## src/core/acct_defs.svh

```systemverilog
// Register indices, field positions, reset values and interval codes
`ifndef ACCT_DEFS_SVH
`define ACCT_DEFS_SVH

`define ACCT_IDX_CFG 8'h62
`define ACCT_IDX_STAT 8'h6a
`define ACCT_IDX_PIN 8'h6b
`define ACCT_IDX_SOFT 8'h6c
`define ACCT_IDX_LP 8'h6e

`define ACCT_RST_CFG 8'h01
`define ACCT_RST_PIN 8'h00
`define ACCT_RST_SOFT 8'h01
`define ACCT_RST_LP 8'h88

`define ACCT_CFG_FG 0
`define ACCT_CFG_BG 1
`define ACCT_CFG_HALT 2
`define ACCT_PIN_TRIG 0
`define ACCT_PIN_SEL 2:1
`define ACCT_SOFT_BIT 0
`define ACCT_LOW_POWER_CAL_ENABLE 0
`define ACCT_TRIGGERED_SLEEP_MODE 1
`define ACCT_LP_WAKE 4:3
`define ACCT_LP_SLEEP 7:5

`define ACCT_SEL_FG 2'h0
`define ACCT_SEL_FAULT 2'h2
`define ACCT_SEL_LOW 2'h3

`define ACCT_FG_LAST 16'h03ff
`define ACCT_BG_LAST 16'h03ff
`define ACCT_TW 42

`define ACCT_KS0 6'h03
`define ACCT_KS1 6'h0f
`define ACCT_KS2 6'h12
`define ACCT_KS3 6'h15
`define ACCT_KS4 6'h18
`define ACCT_KS5 6'h1b
`define ACCT_KS6 6'h1e
`define ACCT_KS7 6'h21

`endif

```

## src/core/acct_pkg.sv

```systemverilog
// Types shared by the calibration sequencer
package acct_pkg;
    typedef enum logic [2:0] {
        S_FG = 3'h0,
        S_BGCAL = 3'h1,
        S_SLEEP = 3'h3,
        S_SETTLE = 3'h2,
        S_HALT = 3'h6,
        S_IDLE = 3'h4
    } acct_state_t;
endpackage

```

## src/core/acct_timer_if.sv

```systemverilog
// Handshake between sequencer and low-power interval timer
interface acct_timer_if;
    logic start;
    logic settle;
    logic abort;
    logic [2:0] code;
    logic busy;
    logic done;
    modport ctrl (output start, output settle, output abort, output code,
                  input busy, input done);
    modport timer (input start, input settle, input abort, input code,
                   output busy, output done);
endinterface

```

## src/core/acct_top.sv

```systemverilog
// Calibration trigger, status routing and low-power sequencing with APB
//
// Contract
// - Halt flag reads 1 once background stops at request, 0 when it resumes.
// - With background off, halt flag sets when foreground finishes or is skipped.
// - Foreground-complete status bit 0 goes high when foreground finishes.
// - Status pin: 0 foreground-complete, 1 reserved, 2 fault, 3 held low.
// - Trigger select 0 uses software bit and ignores the trigger pin.
// - Trigger select 1 uses the trigger pin and ignores the software bit.
// - Sleep code k gives (2^k+1)*256 clocks, k from 3,15,18,...,33.
// - Sleep code acts only with low power on and triggered sleep off.
// - Settle code gives (2^k+1)*256 clocks, k 3,18,21,24; low power only.
// - Triggered sleep off: sleep length comes from the sleep code.
// - Triggered sleep on: cores sleep until the selected trigger is low.
// - Low-power enable resets 0 and acts only with background enabled.
// - Background enable resets 0; 1 runs background calibration.
// - Foreground run bit resets 1; clears values, runs or skips foreground.
`include "acct_defs.svh"
module acct_top
#(
    parameter logic [8:0] LP_UNIT_CYCLES = 9'h100
)
(
    input wire logic clk_i,
    input wire logic nrst_i,
    input wire logic psel_i,
    input wire logic penable_i,
    input wire logic pwrite_i,
    input wire logic [11:0] paddr_i,
    input wire logic [31:0] pwdata_i,
    input wire logic [3:0] pstrb_i,
    output logic [31:0] prdata_o,
    output logic pready_o,
    output logic pslverr_o,
    input wire logic trigger_input_pin_i,
    input wire logic fault_i,
    output logic status_output_pin_o,
    output logic [1:0] core_sleep_o,
    output logic [1:0] core_cal_o
);
    // ************************************
    // Registers and decode
    // ************************************
    logic [7:0] cfg_reg;
    logic [7:0] pin_reg;
    logic [7:0] soft_reg;
    logic [7:0] lp_reg;
    logic foreground_complete_reg;
    logic halted_reg;
    logic restart_reg;
    logic [7:0] rd_idx;
    logic addr_ok;
    logic acc;
    logic wr;
    logic [1:0] pin_sync;
    logic trig;
    logic lp_active;
    logic [15:0] cnt_reg;
    logic core_reg;
    logic tstart_reg;
    logic tsettle_reg;
    logic tabort_reg;
    acct_pkg::acct_state_t state_reg;
    acct_timer_if tmr ();

    function automatic logic is_mapped(input logic [7:0] idx);
        return idx == `ACCT_IDX_CFG || idx == `ACCT_IDX_STAT ||
               idx == `ACCT_IDX_PIN || idx == `ACCT_IDX_SOFT ||
               idx == `ACCT_IDX_LP;
    endfunction

    assign rd_idx = paddr_i[9:2];
    assign addr_ok = is_mapped(rd_idx) && paddr_i[11:10] == 2'h0 &&
                     paddr_i[1:0] == 2'h0;
    assign acc = psel_i && penable_i && pready_o;
    assign wr = acc && pwrite_i && addr_ok && pstrb_i[0];

    // ************************************
    // APB answer
    // ************************************
    always_ff @(posedge clk_i or negedge nrst_i)
    begin
        if (!nrst_i)
        begin
            pready_o <= 1'b0;
            pslverr_o <= 1'b0;
            prdata_o <= 32'h0;
        end
        else
        begin
            pready_o <= psel_i && penable_i && !pready_o;
            if (psel_i && penable_i && !pready_o)
            begin
                pslverr_o <= !addr_ok;
                prdata_o <= 32'h0;
                if (!pwrite_i && addr_ok)
                    unique case (rd_idx)
                        `ACCT_IDX_CFG: prdata_o[7:0] <= cfg_reg;
                        `ACCT_IDX_STAT: prdata_o[7:0] <= {6'h00, halted_reg,
                                                          foreground_complete_reg};
                        `ACCT_IDX_PIN: prdata_o[7:0] <= pin_reg;
                        `ACCT_IDX_SOFT: prdata_o[7:0] <= soft_reg;
                        `ACCT_IDX_LP: prdata_o[7:0] <= lp_reg;
                        default: prdata_o[7:0] <= 8'h00;
                    endcase
            end
        end
    end

    // ************************************
    // Register writes
    // ************************************
    always_ff @(posedge clk_i or negedge nrst_i)
    begin
        if (!nrst_i)
        begin
            cfg_reg <= `ACCT_RST_CFG;
            pin_reg <= `ACCT_RST_PIN;
            soft_reg <= `ACCT_RST_SOFT;
            lp_reg <= `ACCT_RST_LP;
        end
        else if (wr)
        begin
            if (rd_idx == `ACCT_IDX_CFG)
                cfg_reg <= pwdata_i[7:0];
            if (rd_idx == `ACCT_IDX_PIN)
                pin_reg <= pwdata_i[7:0];
            if (rd_idx == `ACCT_IDX_SOFT)
                soft_reg <= pwdata_i[7:0];
            if (rd_idx == `ACCT_IDX_LP)
                lp_reg <= pwdata_i[7:0];
        end
    end

    // Rewriting the configuration clears values and reruns the sequence
    always_ff @(posedge clk_i or negedge nrst_i)
    begin
        if (!nrst_i)
            restart_reg <= 1'b1;
        else
            restart_reg <= wr && rd_idx == `ACCT_IDX_CFG;
    end

    // ************************************
    // Trigger and status pin
    // ************************************
    acct_sync3 u_sync
    (
        .clk_i(clk_i),
        .nrst_i(nrst_i),
        .async_i({fault_i, trigger_input_pin_i}),
        .sync_o(pin_sync)
    );

    assign trig = pin_reg[`ACCT_PIN_TRIG] ? pin_sync[0]
                                          : soft_reg[`ACCT_SOFT_BIT];
    assign lp_active = lp_reg[`ACCT_LOW_POWER_CAL_ENABLE] && cfg_reg[`ACCT_CFG_BG];

    always_ff @(posedge clk_i or negedge nrst_i)
    begin
        if (!nrst_i)
            status_output_pin_o <= 1'b0;
        else
            unique case (pin_reg[`ACCT_PIN_SEL])
                `ACCT_SEL_FG: status_output_pin_o <= foreground_complete_reg;
                `ACCT_SEL_FAULT: status_output_pin_o <= pin_sync[1];
                default: status_output_pin_o <= 1'b0;
            endcase
    end

    // ************************************
    // Calibration sequencer
    // ************************************
    assign tmr.start = tstart_reg;
    assign tmr.settle = tsettle_reg;
    assign tmr.abort = tabort_reg;
    assign tmr.code = tsettle_reg ? {1'b0, lp_reg[`ACCT_LP_WAKE]}
                                  : lp_reg[`ACCT_LP_SLEEP];

    acct_lp_timer #(.UNIT_CYCLES(LP_UNIT_CYCLES)) u_timer
    (
        .clk_i(clk_i),
        .nrst_i(nrst_i),
        .tmr(tmr.timer)
    );

    always_ff @(posedge clk_i or negedge nrst_i)
    begin
        if (!nrst_i)
        begin
            state_reg <= acct_pkg::S_FG;
            cnt_reg <= 16'h0;
            core_reg <= 1'b0;
            foreground_complete_reg <= 1'b0;
            tstart_reg <= 1'b0;
            tsettle_reg <= 1'b0;
            tabort_reg <= 1'b0;
        end
        else if (restart_reg)
        begin
            state_reg <= acct_pkg::S_FG;
            cnt_reg <= 16'h0;
            core_reg <= 1'b0;
            foreground_complete_reg <= 1'b0;
            tstart_reg <= 1'b0;
            tabort_reg <= 1'b1;
        end
        else
        begin
            tstart_reg <= 1'b0;
            tabort_reg <= 1'b0;
            unique case (state_reg)
                acct_pkg::S_FG:
                begin
                    cnt_reg <= cnt_reg + 16'h1;
                    if (!cfg_reg[`ACCT_CFG_FG] || cnt_reg == `ACCT_FG_LAST)
                    begin
                        foreground_complete_reg <= cfg_reg[`ACCT_CFG_FG];
                        cnt_reg <= 16'h0;
                        state_reg <= cfg_reg[`ACCT_CFG_BG] ? acct_pkg::S_BGCAL
                                                           : acct_pkg::S_IDLE;
                    end
                end
                acct_pkg::S_IDLE:
                    if (cfg_reg[`ACCT_CFG_BG])
                        state_reg <= acct_pkg::S_BGCAL;
                acct_pkg::S_BGCAL:
                begin
                    cnt_reg <= cnt_reg + 16'h1;
                    if (!cfg_reg[`ACCT_CFG_BG])
                        state_reg <= acct_pkg::S_IDLE;
                    else if (cnt_reg == `ACCT_BG_LAST)
                    begin
                        cnt_reg <= 16'h0;
                        core_reg <= !core_reg;
                        if (cfg_reg[`ACCT_CFG_HALT])
                            state_reg <= acct_pkg::S_HALT;
                        else if (lp_active)
                            state_reg <= acct_pkg::S_SLEEP;
                    end
                end
                acct_pkg::S_SLEEP:
                begin
                    tsettle_reg <= 1'b0;
                    if (!lp_active)
                    begin
                        tabort_reg <= 1'b1;
                        state_reg <= acct_pkg::S_BGCAL;
                    end
                    else if (lp_reg[`ACCT_TRIGGERED_SLEEP_MODE])
                    begin
                        tabort_reg <= 1'b1;
                        if (!trig)
                        begin
                            tstart_reg <= 1'b1;
                            tsettle_reg <= 1'b1;
                            state_reg <= acct_pkg::S_SETTLE;
                        end
                    end
                    else if (tmr.done)
                    begin
                        tstart_reg <= 1'b1;
                        tsettle_reg <= 1'b1;
                        state_reg <= acct_pkg::S_SETTLE;
                    end
                    else if (!tmr.busy && !tstart_reg)
                        tstart_reg <= 1'b1;
                end
                acct_pkg::S_SETTLE:
                    if (!lp_active || tmr.done)
                    begin
                        tabort_reg <= !tmr.done;
                        tsettle_reg <= 1'b0;
                        state_reg <= acct_pkg::S_BGCAL;
                    end
                acct_pkg::S_HALT:
                    if (!cfg_reg[`ACCT_CFG_BG])
                        state_reg <= acct_pkg::S_IDLE;
                    else if (!cfg_reg[`ACCT_CFG_HALT])
                        state_reg <= acct_pkg::S_BGCAL;
                default:
                    state_reg <= acct_pkg::S_FG;
            endcase
        end
    end

    // ************************************
    // Halt flag and core outputs
    // ************************************
    always_ff @(posedge clk_i or negedge nrst_i)
    begin
        if (!nrst_i)
            halted_reg <= 1'b0;
        else
            halted_reg <= state_reg == acct_pkg::S_HALT ||
                          state_reg == acct_pkg::S_IDLE;
    end

    always_ff @(posedge clk_i or negedge nrst_i)
    begin
        if (!nrst_i)
        begin
            core_sleep_o <= 2'h0;
            core_cal_o <= 2'h0;
        end
        else
        begin
            core_sleep_o <= 2'h0;
            core_cal_o <= 2'h0;
            if (state_reg == acct_pkg::S_SLEEP)
                core_sleep_o[core_reg] <= 1'b1;
            if (state_reg == acct_pkg::S_BGCAL)
                core_cal_o[core_reg] <= 1'b1;
        end
    end

    // ************************************
    // Checks
    // ************************************
    halt_flag_a: assert property (@(posedge clk_i) disable iff (!nrst_i)
        state_reg == acct_pkg::S_HALT |=> halted_reg)
        else $error("halt flag not set while stopped");

    resume_clear_a: assert property (@(posedge clk_i) disable iff (!nrst_i)
        state_reg == acct_pkg::S_BGCAL |=> !halted_reg)
        else $error("halt flag set while running");

    fg_skip_halt_a: assert property (@(posedge clk_i) disable iff (!nrst_i)
        state_reg == acct_pkg::S_FG && !restart_reg && !cfg_reg[`ACCT_CFG_BG] &&
        !cfg_reg[`ACCT_CFG_FG] && !wr |=> ##1 halted_reg)
        else $error("halt flag missing after skipped foreground");

    foreground_complete_a: assert property (@(posedge clk_i) disable iff (!nrst_i)
        state_reg == acct_pkg::S_FG && !restart_reg && cfg_reg[`ACCT_CFG_FG] &&
        cnt_reg == `ACCT_FG_LAST |=> foreground_complete_reg ##1 (foreground_complete_reg || $past(restart_reg)))
        else $error("foreground complete not raised");

    pin_low_a: assert property (@(posedge clk_i) disable iff (!nrst_i)
        pin_reg[`ACCT_PIN_SEL] == `ACCT_SEL_LOW |=> !status_output_pin_o)
        else $error("status pin not held low");

    sw_trig_hold_a: assert property (@(posedge clk_i) disable iff (!nrst_i)
        state_reg == acct_pkg::S_SLEEP && !restart_reg && lp_active &&
        lp_reg[`ACCT_TRIGGERED_SLEEP_MODE] && !pin_reg[`ACCT_PIN_TRIG] &&
        soft_reg[`ACCT_SOFT_BIT] |=> state_reg == acct_pkg::S_SLEEP)
        else $error("woke while software trigger high");

    hw_trig_hold_a: assert property (@(posedge clk_i) disable iff (!nrst_i)
        state_reg == acct_pkg::S_SLEEP && !restart_reg && lp_active &&
        lp_reg[`ACCT_TRIGGERED_SLEEP_MODE] && pin_reg[`ACCT_PIN_TRIG] &&
        pin_sync[0] |=> state_reg == acct_pkg::S_SLEEP)
        else $error("woke while trigger pin high");

    trig_wake_a: assert property (@(posedge clk_i) disable iff (!nrst_i)
        state_reg == acct_pkg::S_SLEEP && !restart_reg && lp_active &&
        lp_reg[`ACCT_TRIGGERED_SLEEP_MODE] && !trig |=> state_reg == acct_pkg::S_SETTLE)
        else $error("low trigger did not wake core");

    lp_gate_a: assert property (@(posedge clk_i) disable iff (!nrst_i)
        !lp_active |=> state_reg != acct_pkg::S_SLEEP)
        else $error("sleep without low power enabled");

    skip_fg_a: assert property (@(posedge clk_i) disable iff (!nrst_i)
        restart_reg && !cfg_reg[`ACCT_CFG_FG] && !wr |=>
        state_reg == acct_pkg::S_FG ##1 state_reg != acct_pkg::S_FG)
        else $error("foreground not skipped");
endmodule

```

## src/core/acct_sync3.sv

```systemverilog
// Three-stage input synchroniser with agreement filter
module acct_sync3
(
    input wire logic clk_i,
    input wire logic nrst_i,
    input wire logic [1:0] async_i,
    output logic [1:0] sync_o
);
    logic [1:0] s1_reg;
    logic [1:0] s2_reg;
    logic [1:0] s3_reg;

    genvar g;
    generate
        for (g = 0; g < 2; g++)
        begin : g_bit
            always_ff @(posedge clk_i or negedge nrst_i)
            begin
                if (!nrst_i)
                begin
                    s1_reg[g] <= 1'b0;
                    s2_reg[g] <= 1'b0;
                    s3_reg[g] <= 1'b0;
                    sync_o[g] <= 1'b0;
                end
                else
                begin
                    s1_reg[g] <= async_i[g];
                    s2_reg[g] <= s1_reg[g];
                    s3_reg[g] <= s2_reg[g];
                    if (s2_reg[g] == s3_reg[g])
                        sync_o[g] <= s3_reg[g];
                end
            end
        end
    endgenerate
endmodule

```

## src/core/acct_lp_timer.sv

```systemverilog
// Sleep and settle interval timer
`include "acct_defs.svh"
module acct_lp_timer
#(
    parameter logic [8:0] UNIT_CYCLES = 9'h100
)
(
    input wire logic clk_i,
    input wire logic nrst_i,
    acct_timer_if.timer tmr
);
    logic [`ACCT_TW-1:0] cnt_reg;
    logic [`ACCT_TW-1:0] last_reg;

    function automatic logic [`ACCT_TW-1:0] last_of(input logic settle,
                                                    input logic [2:0] code);
        logic [5:0] k;
        logic [`ACCT_TW-1:0] t;
        k = `ACCT_KS0;
        if (settle)
            k = (code[1:0] == 2'h0) ? `ACCT_KS0 :
                (code[1:0] == 2'h1) ? `ACCT_KS2 :
                (code[1:0] == 2'h2) ? `ACCT_KS3 : `ACCT_KS4;
        else
            unique case (code)
                3'h0: k = `ACCT_KS0;
                3'h1: k = `ACCT_KS1;
                3'h2: k = `ACCT_KS2;
                3'h3: k = `ACCT_KS3;
                3'h4: k = `ACCT_KS4;
                3'h5: k = `ACCT_KS5;
                3'h6: k = `ACCT_KS6;
                3'h7: k = `ACCT_KS7;
            endcase
        t = (`ACCT_TW'(1) << k) + `ACCT_TW'(1);
        return `ACCT_TW'(t * `ACCT_TW'(UNIT_CYCLES)) - `ACCT_TW'(1);
    endfunction

    // Interval is (2^k+1) units of device clock
    always_ff @(posedge clk_i or negedge nrst_i)
    begin
        if (!nrst_i)
        begin
            cnt_reg <= '0;
            last_reg <= '0;
            tmr.busy <= 1'b0;
            tmr.done <= 1'b0;
        end
        else
        begin
            tmr.done <= 1'b0;
            // Start beats abort so a triggered wake relaunches the settle wait
            if (tmr.start)
            begin
                cnt_reg <= '0;
                last_reg <= last_of(tmr.settle, tmr.code);
                tmr.busy <= 1'b1;
            end
            else if (tmr.abort)
                tmr.busy <= 1'b0;
            else if (tmr.busy)
            begin
                cnt_reg <= cnt_reg + `ACCT_TW'(1);
                if (cnt_reg == last_reg)
                begin
                    tmr.busy <= 1'b0;
                    tmr.done <= 1'b1;
                end
            end
        end
    end

    done_len_a: assert property (@(posedge clk_i) disable iff (!nrst_i)
        tmr.start && !tmr.abort |=> !tmr.done [*8])
        else $error("interval timer finished too early");
endmodule

```

## config.mk

```make
export PLATFORM = sky130hd
export DESIGN_NAME = acct_top
export DESIGN_NICKNAME = d
export VERILOG_FILES = /design/src/core/acct_pkg.sv /design/src/core/acct_timer_if.sv /design/src/core/acct_top.sv /design/src/core/acct_sync3.sv /design/src/core/acct_lp_timer.sv
export VERILOG_INCLUDE_DIRS = /design/src /design/src/core
export SDC_FILE = /design/constraint.sdc
export NUM_CORES = 1
export LEC_CHECK = 0
export ABC_AREA = 1
export BUFFER_PORTS_ARGS = -buffer_cell sky130_fd_sc_hd__buf_2
export CAP_MARGIN = 20
export CELL_PAD_IN_SITES_DETAIL_PLACEMENT = 1
export CELL_PAD_IN_SITES_GLOBAL_PLACEMENT = 1
export CORE_AREA = 2 2 194 196
export CTS_CLUSTER_DIAMETER = 80
export CTS_CLUSTER_SIZE = 10
export DETAILED_ROUTE_END_ITERATION = 8
export DIE_AREA = 0 0 196 198
export PLACE_DENSITY_LB_ADDON = 0.1
export SLEW_MARGIN = 0
export SYNTH_ARGS = -nofsm -noshare
export SYNTH_HDL_FRONTEND = slang
export SYNTH_SLANG_ARGS = --single-unit
```

## constraint.sdc

```tcl
create_clock -name clk_i -period 4.75 [get_ports clk_i]
set_input_delay 0.95 -clock clk_i [delete_from_list [all_inputs] [get_ports clk_i]]
set_output_delay 0.95 -clock clk_i [all_outputs]
set_load 0.02 [all_outputs]
```

Word level (Yosys, flattened, before mapping)
Memories as Yosys holds them, arrays and structs flattened.
Index checks and enable logic that the tools add are counted.
{"block": "word_totals", "register_bits": 167, "romBits": 48, "inputBits": 55, "out_inout_bits": 39, "word_cells": 188, "mem_count": 1}
{"block": "classes", "addsub": 4, "n_lt_le_gt_ge": 2, "eq_ne": 27, "shifts": 1, "mux": 70, "bitwise_logic": 1, "n_reduce_logical": 51}
{"name": "(name not given)", "depth": 8, "width": 6, "rd": 1, "rd_ports_with_merged_regs": 0, "write_ports": 0, "line_no": "acct_lp_timer.sv:25", "text": "unique case (code)"}
{"operator": "$mux 42", "n": 3}
{"operator": "$mux 16", "n": 4}
{"operator": "$mux 3", "n": 16}
{"operator": "$add 42x1->42 const B", "n": 1}
{"operator": "$eq 42x42->1", "n": 1}
{"operator": "$sub 42x1->42 const B", "n": 1}
{"operator": "$eq 8x7->1 const B", "n": 5}
{"operator": "$pmux 8 s5", "n": 1}
{"operator": "$add 34x2->34 const B", "n": 1}
{"operator": "$shl 1x6->34 const A", "n": 1}
{"operator": "$mux 1", "n": 32}
{"operator": "$pmux 16 s2", "n": 1}
{"operator": "$mux 6", "n": 4}
{"operator": "$pmux 3 s6", "n": 1}
{"operator": "$add 16x1->16 const B", "n": 1}
{"operator": "$eq 16x10->1 const B", "n": 1}
{"operator": "$reduce_bool 2->1", "n": 7}
{"operator": "$logic_and 1x1->1", "n": 13}
{"operator": "$reduce_and 2->1", "n": 6}
{"operator": "$ne 5x5->1 const B", "n": 2}
{"operator": "$logic_not 1->1", "n": 9}
{"operator": "$ne 3x3->1 const B", "n": 3}
{"operator": "$logic_not 2->1", "n": 4}
{"operator": "$mux 8", "n": 1}
{"operator": "21 further kinds", "n": 37}

Logic depth before layout (Yosys ltp)
{"block": "logic_depth", "word_depth": 10, "ltp_mapped": 25}

Modules after synthesis
A second synthesis with hierarchy kept.
{"block": "unflattened", "hier_cells": 1278, "hier_area_um2": 9504.1}
{"module": "acct_lp_timer", "n_inst": 1, "cells_each": 721, "area_each_um2": 5063.6, "seq_area_each_um2": 1976.9}
{"module": "acct_top", "n_inst": 1, "cells_each": 541, "area_each_um2": 4207.8, "seq_area_each_um2": 1833.0}
{"module": "acct_sync3", "n_inst": 1, "cells_each": 16, "area_each_um2": 232.7, "seq_area_each_um2": 200.2}

Least setup slack after synthesis
No wires, ideal clock.
{"block": "synth_path", "kind": "register to register", "startpoint": "register tsettle_reg (netlist: tmr.settle)", "endpoint": "register u_timer.last_reg[23]", "arrival_time_ns": 2.560, "required_ns": 4.634, "setup_slack_ns": 2.074, "path_stages_with_launch": 25, "path_buffers": 2, "path_cell_list": "dfrtp_1 buf_6 inv_4 nand2_2 nand2_2 inv_1 ha_1 inv_1 nand3_1 nand3_2 nand3_1 nor2_1 inv_1 nor2_1 ha_1 inv_1 nor2_1 nand2_1 nand2_2 inv_2 nand2_4 buf_8 nand2_2 nand2_1 nand2_1"}
{"block": "synth_between", "elab_chain_len": 10}
{"element": "start: declaration", "line_no": "acct_top.sv:61", "text": "logic tsettle_reg;"}
{"element": "start signal: assignment", "line_no": "acct_top.sv:196", "text": "tsettle_reg <= 1'b0;"}
{"element": "start signal: assignment", "line_no": "acct_top.sv:244", "text": "tsettle_reg <= 1'b0;"}
{"element": "start signal: assignment", "line_no": "acct_top.sv:256", "text": "tsettle_reg <= 1'b1;"}
{"element": "$mux 3", "line_no": "acct_top.sv:177", "text": "assign tmr.code = tsettle_reg ? {1'b0, lp_reg[`ACCT_LP_WAKE]}"}
{"element": "$eq 2x2->1", "line_no": "acct_lp_timer.sv:23", "text": "(code[1:0] == 2'h2) ? `ACCT_KS3 : `ACCT_KS4;"}
{"element": "$mux 4 (no source line)"}
{"element": "$mux 6 (no source line) (2 in a row)"}
{"element": "$mux 6 *", "line_no": "acct_lp_timer.sv:20", "text": "if (settle)"}
{"element": "$mux 6 *", "line_no": "acct_lp_timer.sv:53", "text": "if (tmr.start)"}
{"element": "$shl 1x6->34 (no source line) *"}
{"element": "$add 34x2->34 *", "line_no": "acct_lp_timer.sv:35", "text": "t = (`ACCT_TW'(1) << k) + `ACCT_TW'(1);"}
{"element": "$sub 42x1->42 (no source line) *"}
{"element": "end signal: assignment", "line_no": "acct_lp_timer.sv:56", "text": "last_reg <= last_of(tmr.settle, tmr.code);"}
{"element": "end: declaration", "line_no": "acct_lp_timer.sv:13", "text": "logic [`ACCT_TW-1:0] last_reg;"}
Every way passes the cells marked *; elsewhere a longest branch is shown, timed or not. The select of a mux whose other input is x is not followed.
A chain may end at the register's enable or synchronous reset.

Worst setup path in the final report
{"block": "layout_path", "startpoint": "register tsettle_reg (netlist: tmr.settle)", "endpoint": "register u_timer.last_reg[29]"}
Same word-level chain as after synthesis.

==> results by group <==
Routing
  • Detail-routed via count per cell: 4.54
  • Drt total wl: 28,900 um
  • Total vias in the final route: 7,845
  • 1st-iter DRT viols: 343
  • Average wire per standard cell: 16.7 um
  • Number of antenna-violating nets in the routed design: 0
  • Number of design rule violations left after detail routing: 0
  • Router iterations before antenna repair: 4

Synthesis
  • Xor and xnor area share after synthesis: 0.0231
  • Asr flop ratio synth: 1.00
  • Largest family of logic cells by synthesized area: simple AND/OR/NAND/NOR gates
  • Area of the mapped netlist: 9090 sq um
  • Sequential area share after synthesis: 0.441
  • Simple-gate share of the synthesized area: 0.321
  • Mux share of post-synthesis cell area: 0
  • Count of flip-flops with a built-in enable after synthesis: 0
  • Yosys warning total: 0
  • Synthesized flop and latch total: 160
  • Complex-gate fraction of the synthesized area: 0.109
  • Distinct cells, synth: 51
  • Most instantiated flip-flop cell in the synthesis netlist: dfrtp_1
  • Adder-cell share of the synthesized area: 0.0132
  • Cells after Synth: 1,205
  • Avg Synthesized Cell Area: 7.55 sq um

Clock network
  • Postcts setup bufs: 0
  • Number of gates resized after cts: 0
  • Clk sink count: 160
  • Buffer levels on the longest clock path: 2
  • CTS tree: done
  • Hold Buf Count CTS: 0
  • CTS Root Cell: clkbuf_16
  • Clock insertion delay at the later pin of the skew report: 440 ps
  • Clock H-tree levels: 4
  • CTS clock-pin slew for the worst setup and hold paths: 70 ps
  • TritonCTS buffer count: 17

Timing
  • Final max-slew violation count: 0
  • Shortest period the worst path allows: 3270 ps
  • Final worst path period share: 0.689
  • Slew at the pin with the worst max-slew slack: 771 ps
  • Total negative slack for setup checks: 0 ps
  • Worst max-slew margin expressed relative to the limit: 0.486
  • Final-report hold violation count: 0
  • RSZ-0062 raised after global routing: false
  • Setup-failing EPs final: 0
  • Max Freq: 306 MHz
  • Final setup skew: 12.2 ps

Finish
  • N_diodes: 0
  • Combined flip-flop and latch cell area: 4010 sq um
  • Combined area of the multi-input logic cells: 4330 sq um
  • Layout Area Growth over Synthesis: 13.3%
  • Fraction of final layout cells with drive strength greater than 1: 0.112
  • Flip-flop count of the largest register after layout: 42
  • Final net count: 1,305
  • Number of filler instances in the final layout: 4,523

Die
  • Total die area: 38,800 sq um
  • Standard cell core area: 37,000 sq um
  • I/O pin total: 94
  • Horizontal extent of the die: 196 um
  • Site Rows: 71
  • Vertical extent of the die: 198 um
  • Starting density of the core: 0.246

Worst setup path
  • Worst path required time: 5070 ps
  • Peak fanout along the critical path: 15
  • Type of origin of the critical path: flip-flop
  • Signal arrival time at the worst endpoint: 3590 ps
  • Critical Setup Path Class: reg -> reg
  • Critical Path End Type: flip-flop

Power and ir drop
  • Overall power: 3070 uW
  • Peak supply drop: 0.226 mV
  • Pleak: 0.00471 uW
  • Power density over the cells: 297 nW/um^2

Status
  • Result of the run: finished, final reports clean

Global routing
  • Number of antenna violations at the first check in global routing: 0
  • Via count of the first global-routing pass: 8,127
  • Wire length of the first global-routing pass: 47,100 um
  • Grt ovf: 0
  • Pin count of the biggest net entering global routing: 73
  • All-Layer GR Usage: 0.158

Placed design
  • Total of buffers placed on input and output ports: 42
  • Half-perimeter wire length after detailed placement: 21,600 um
  • RD Place Congestion: 0.739

Job
  • Count of max-cap constraint violations: 0

Min path
  • Min-Delay Path Class: reg -> reg
kinds of logic after synthesis:
group / Yosys count
DFF: 160
xor gates and xnor gates: 24
adders and majority gates: 10
AOI/OAI and AO/OA: 177
and+or+nand+nor: 644
buffers and inverters: 189
other: 1
cell usage after synthesis, types with 3 or more instances:
cell	n	area share
a211oi_1	9	0.0074
a21oi_1	34	0.019
a31oi_1	17	0.012
buf_2	3	0.0017
buf_4	26	0.021
clkbuf_1	20	0.0083
dfrtp_1	155	0.43
dfstp_2	5	0.014
ha_1	8	0.011
inv_1	127	0.052
inv_2	8	0.0033
nand2_1	307	0.13
nand2_2	22	0.015
nand3_1	55	0.030
nand4_1	33	0.023
nand4_2	3	0.0041
nor2_1	131	0.054
nor2_2	6	0.0041
nor2_4	3	0.0037
nor3_1	49	0.027
nor3_2	4	0.0044
nor3b_1	3	0.0025
nor4_1	16	0.011
o21a_1	4	0.0033
o21ai_0	90	0.050
o21ai_1	8	0.0044
o22ai_1	5	0.0034
xnor2_1	6	0.0058
xor2_1	18	0.017
cell usage in the layout (no fill, tap or decap), types with 16 or more instances in the layout:
master	count
a31oi_1	17
nand4_1	33
inv_1	127
xor2_1	18
o21ai_0	90
nor3_1	49
nor4_1	16
dfrtp_1	154
nor2_1	131
a21oi_1	34
conb_1	24
clkbuf_16	17
nand3_1	55
nand2_1	307
buf_2	41
nand2_2	22
report_power, final:
| part | internal, uW | total (uW) | switching [uW] |
|---|---|---|---|
| Clock | 762 | 1390 | 631 |
| Combinational | 61.2 | 254 | 192 |
| Sequential | 1390 | 1420 | 27.2 |
| Total | 2220 | 3070 | 851 |
through the flow:
stage	setup WS (ps)	hold slack [ps]	utilization	cells	area, sq um
final	1480	356	0.279	1729	10300
after global routing	1030	361	0.279	1729	10300
after CTS	1390	359	0.279	1728	10300
after detailed placement	1420	342	0.263	1696	9710
after global placement	1430	335	0.263	1696	9710
after floorplan	2070	331	-	1228	9180
worst max-delay path, cell delays in order, from the launching register on:
cell,delay [ps]
dfrtp_1,510
inv_4,150
nand2_2,70
nand2_2,100
inv_1,90
ha_1,290
inv_1,60
nand3_1,130
nand3_2,130
nand3_1,120
nor2_1,310
inv_1,80
nor2_1,90
ha_1,210
inv_1,80
nor2_1,110
nand2_1,80
nand2_2,80
inv_2,50
nand2_4,200
nand2_2,80
nand2_1,70
nand2_1,60
layer usage:
metal	global-route usage	up-vias	routed length [um]
met5	0	-	0
met3	0.0274	13	647
met1	0.214	3777	14400
met2	0.262	72	13600
li1	-	3983	-
met4	0.0370	0	267
path summary, 6_finish.rpt:
check | from | endpoint | slack (ps) | depth (start not counted)
max reg2reg | tmr.settle | u_timer.last_reg[29] | 1480 | 22
min | u_sync.s1_reg[1] | u_sync.s2_reg[1] | 360 | 0
max | tmr.settle | u_timer.last_reg[29] | 1480 | 22
min in group asynchronous | nrst_i | u_timer.cnt_reg[23] | 530 | 1
max in group asynchronous | nrst_i | lp_reg[7] | 3230 | 2
min reg2reg | u_sync.s1_reg[1] | u_sync.s2_reg[1] | 360 | 0
layout make-up:
type,count,share of cell area
repair buffers,47,0.0265
clock inverters,12,0.0121
flip-flops and latches,160,0.389
inverters,137,0.0504
well taps,474,0.0575
clock buffers,20,0.0443
multi-input cells,879,0.420
Power figures use the tool's default switching activity.
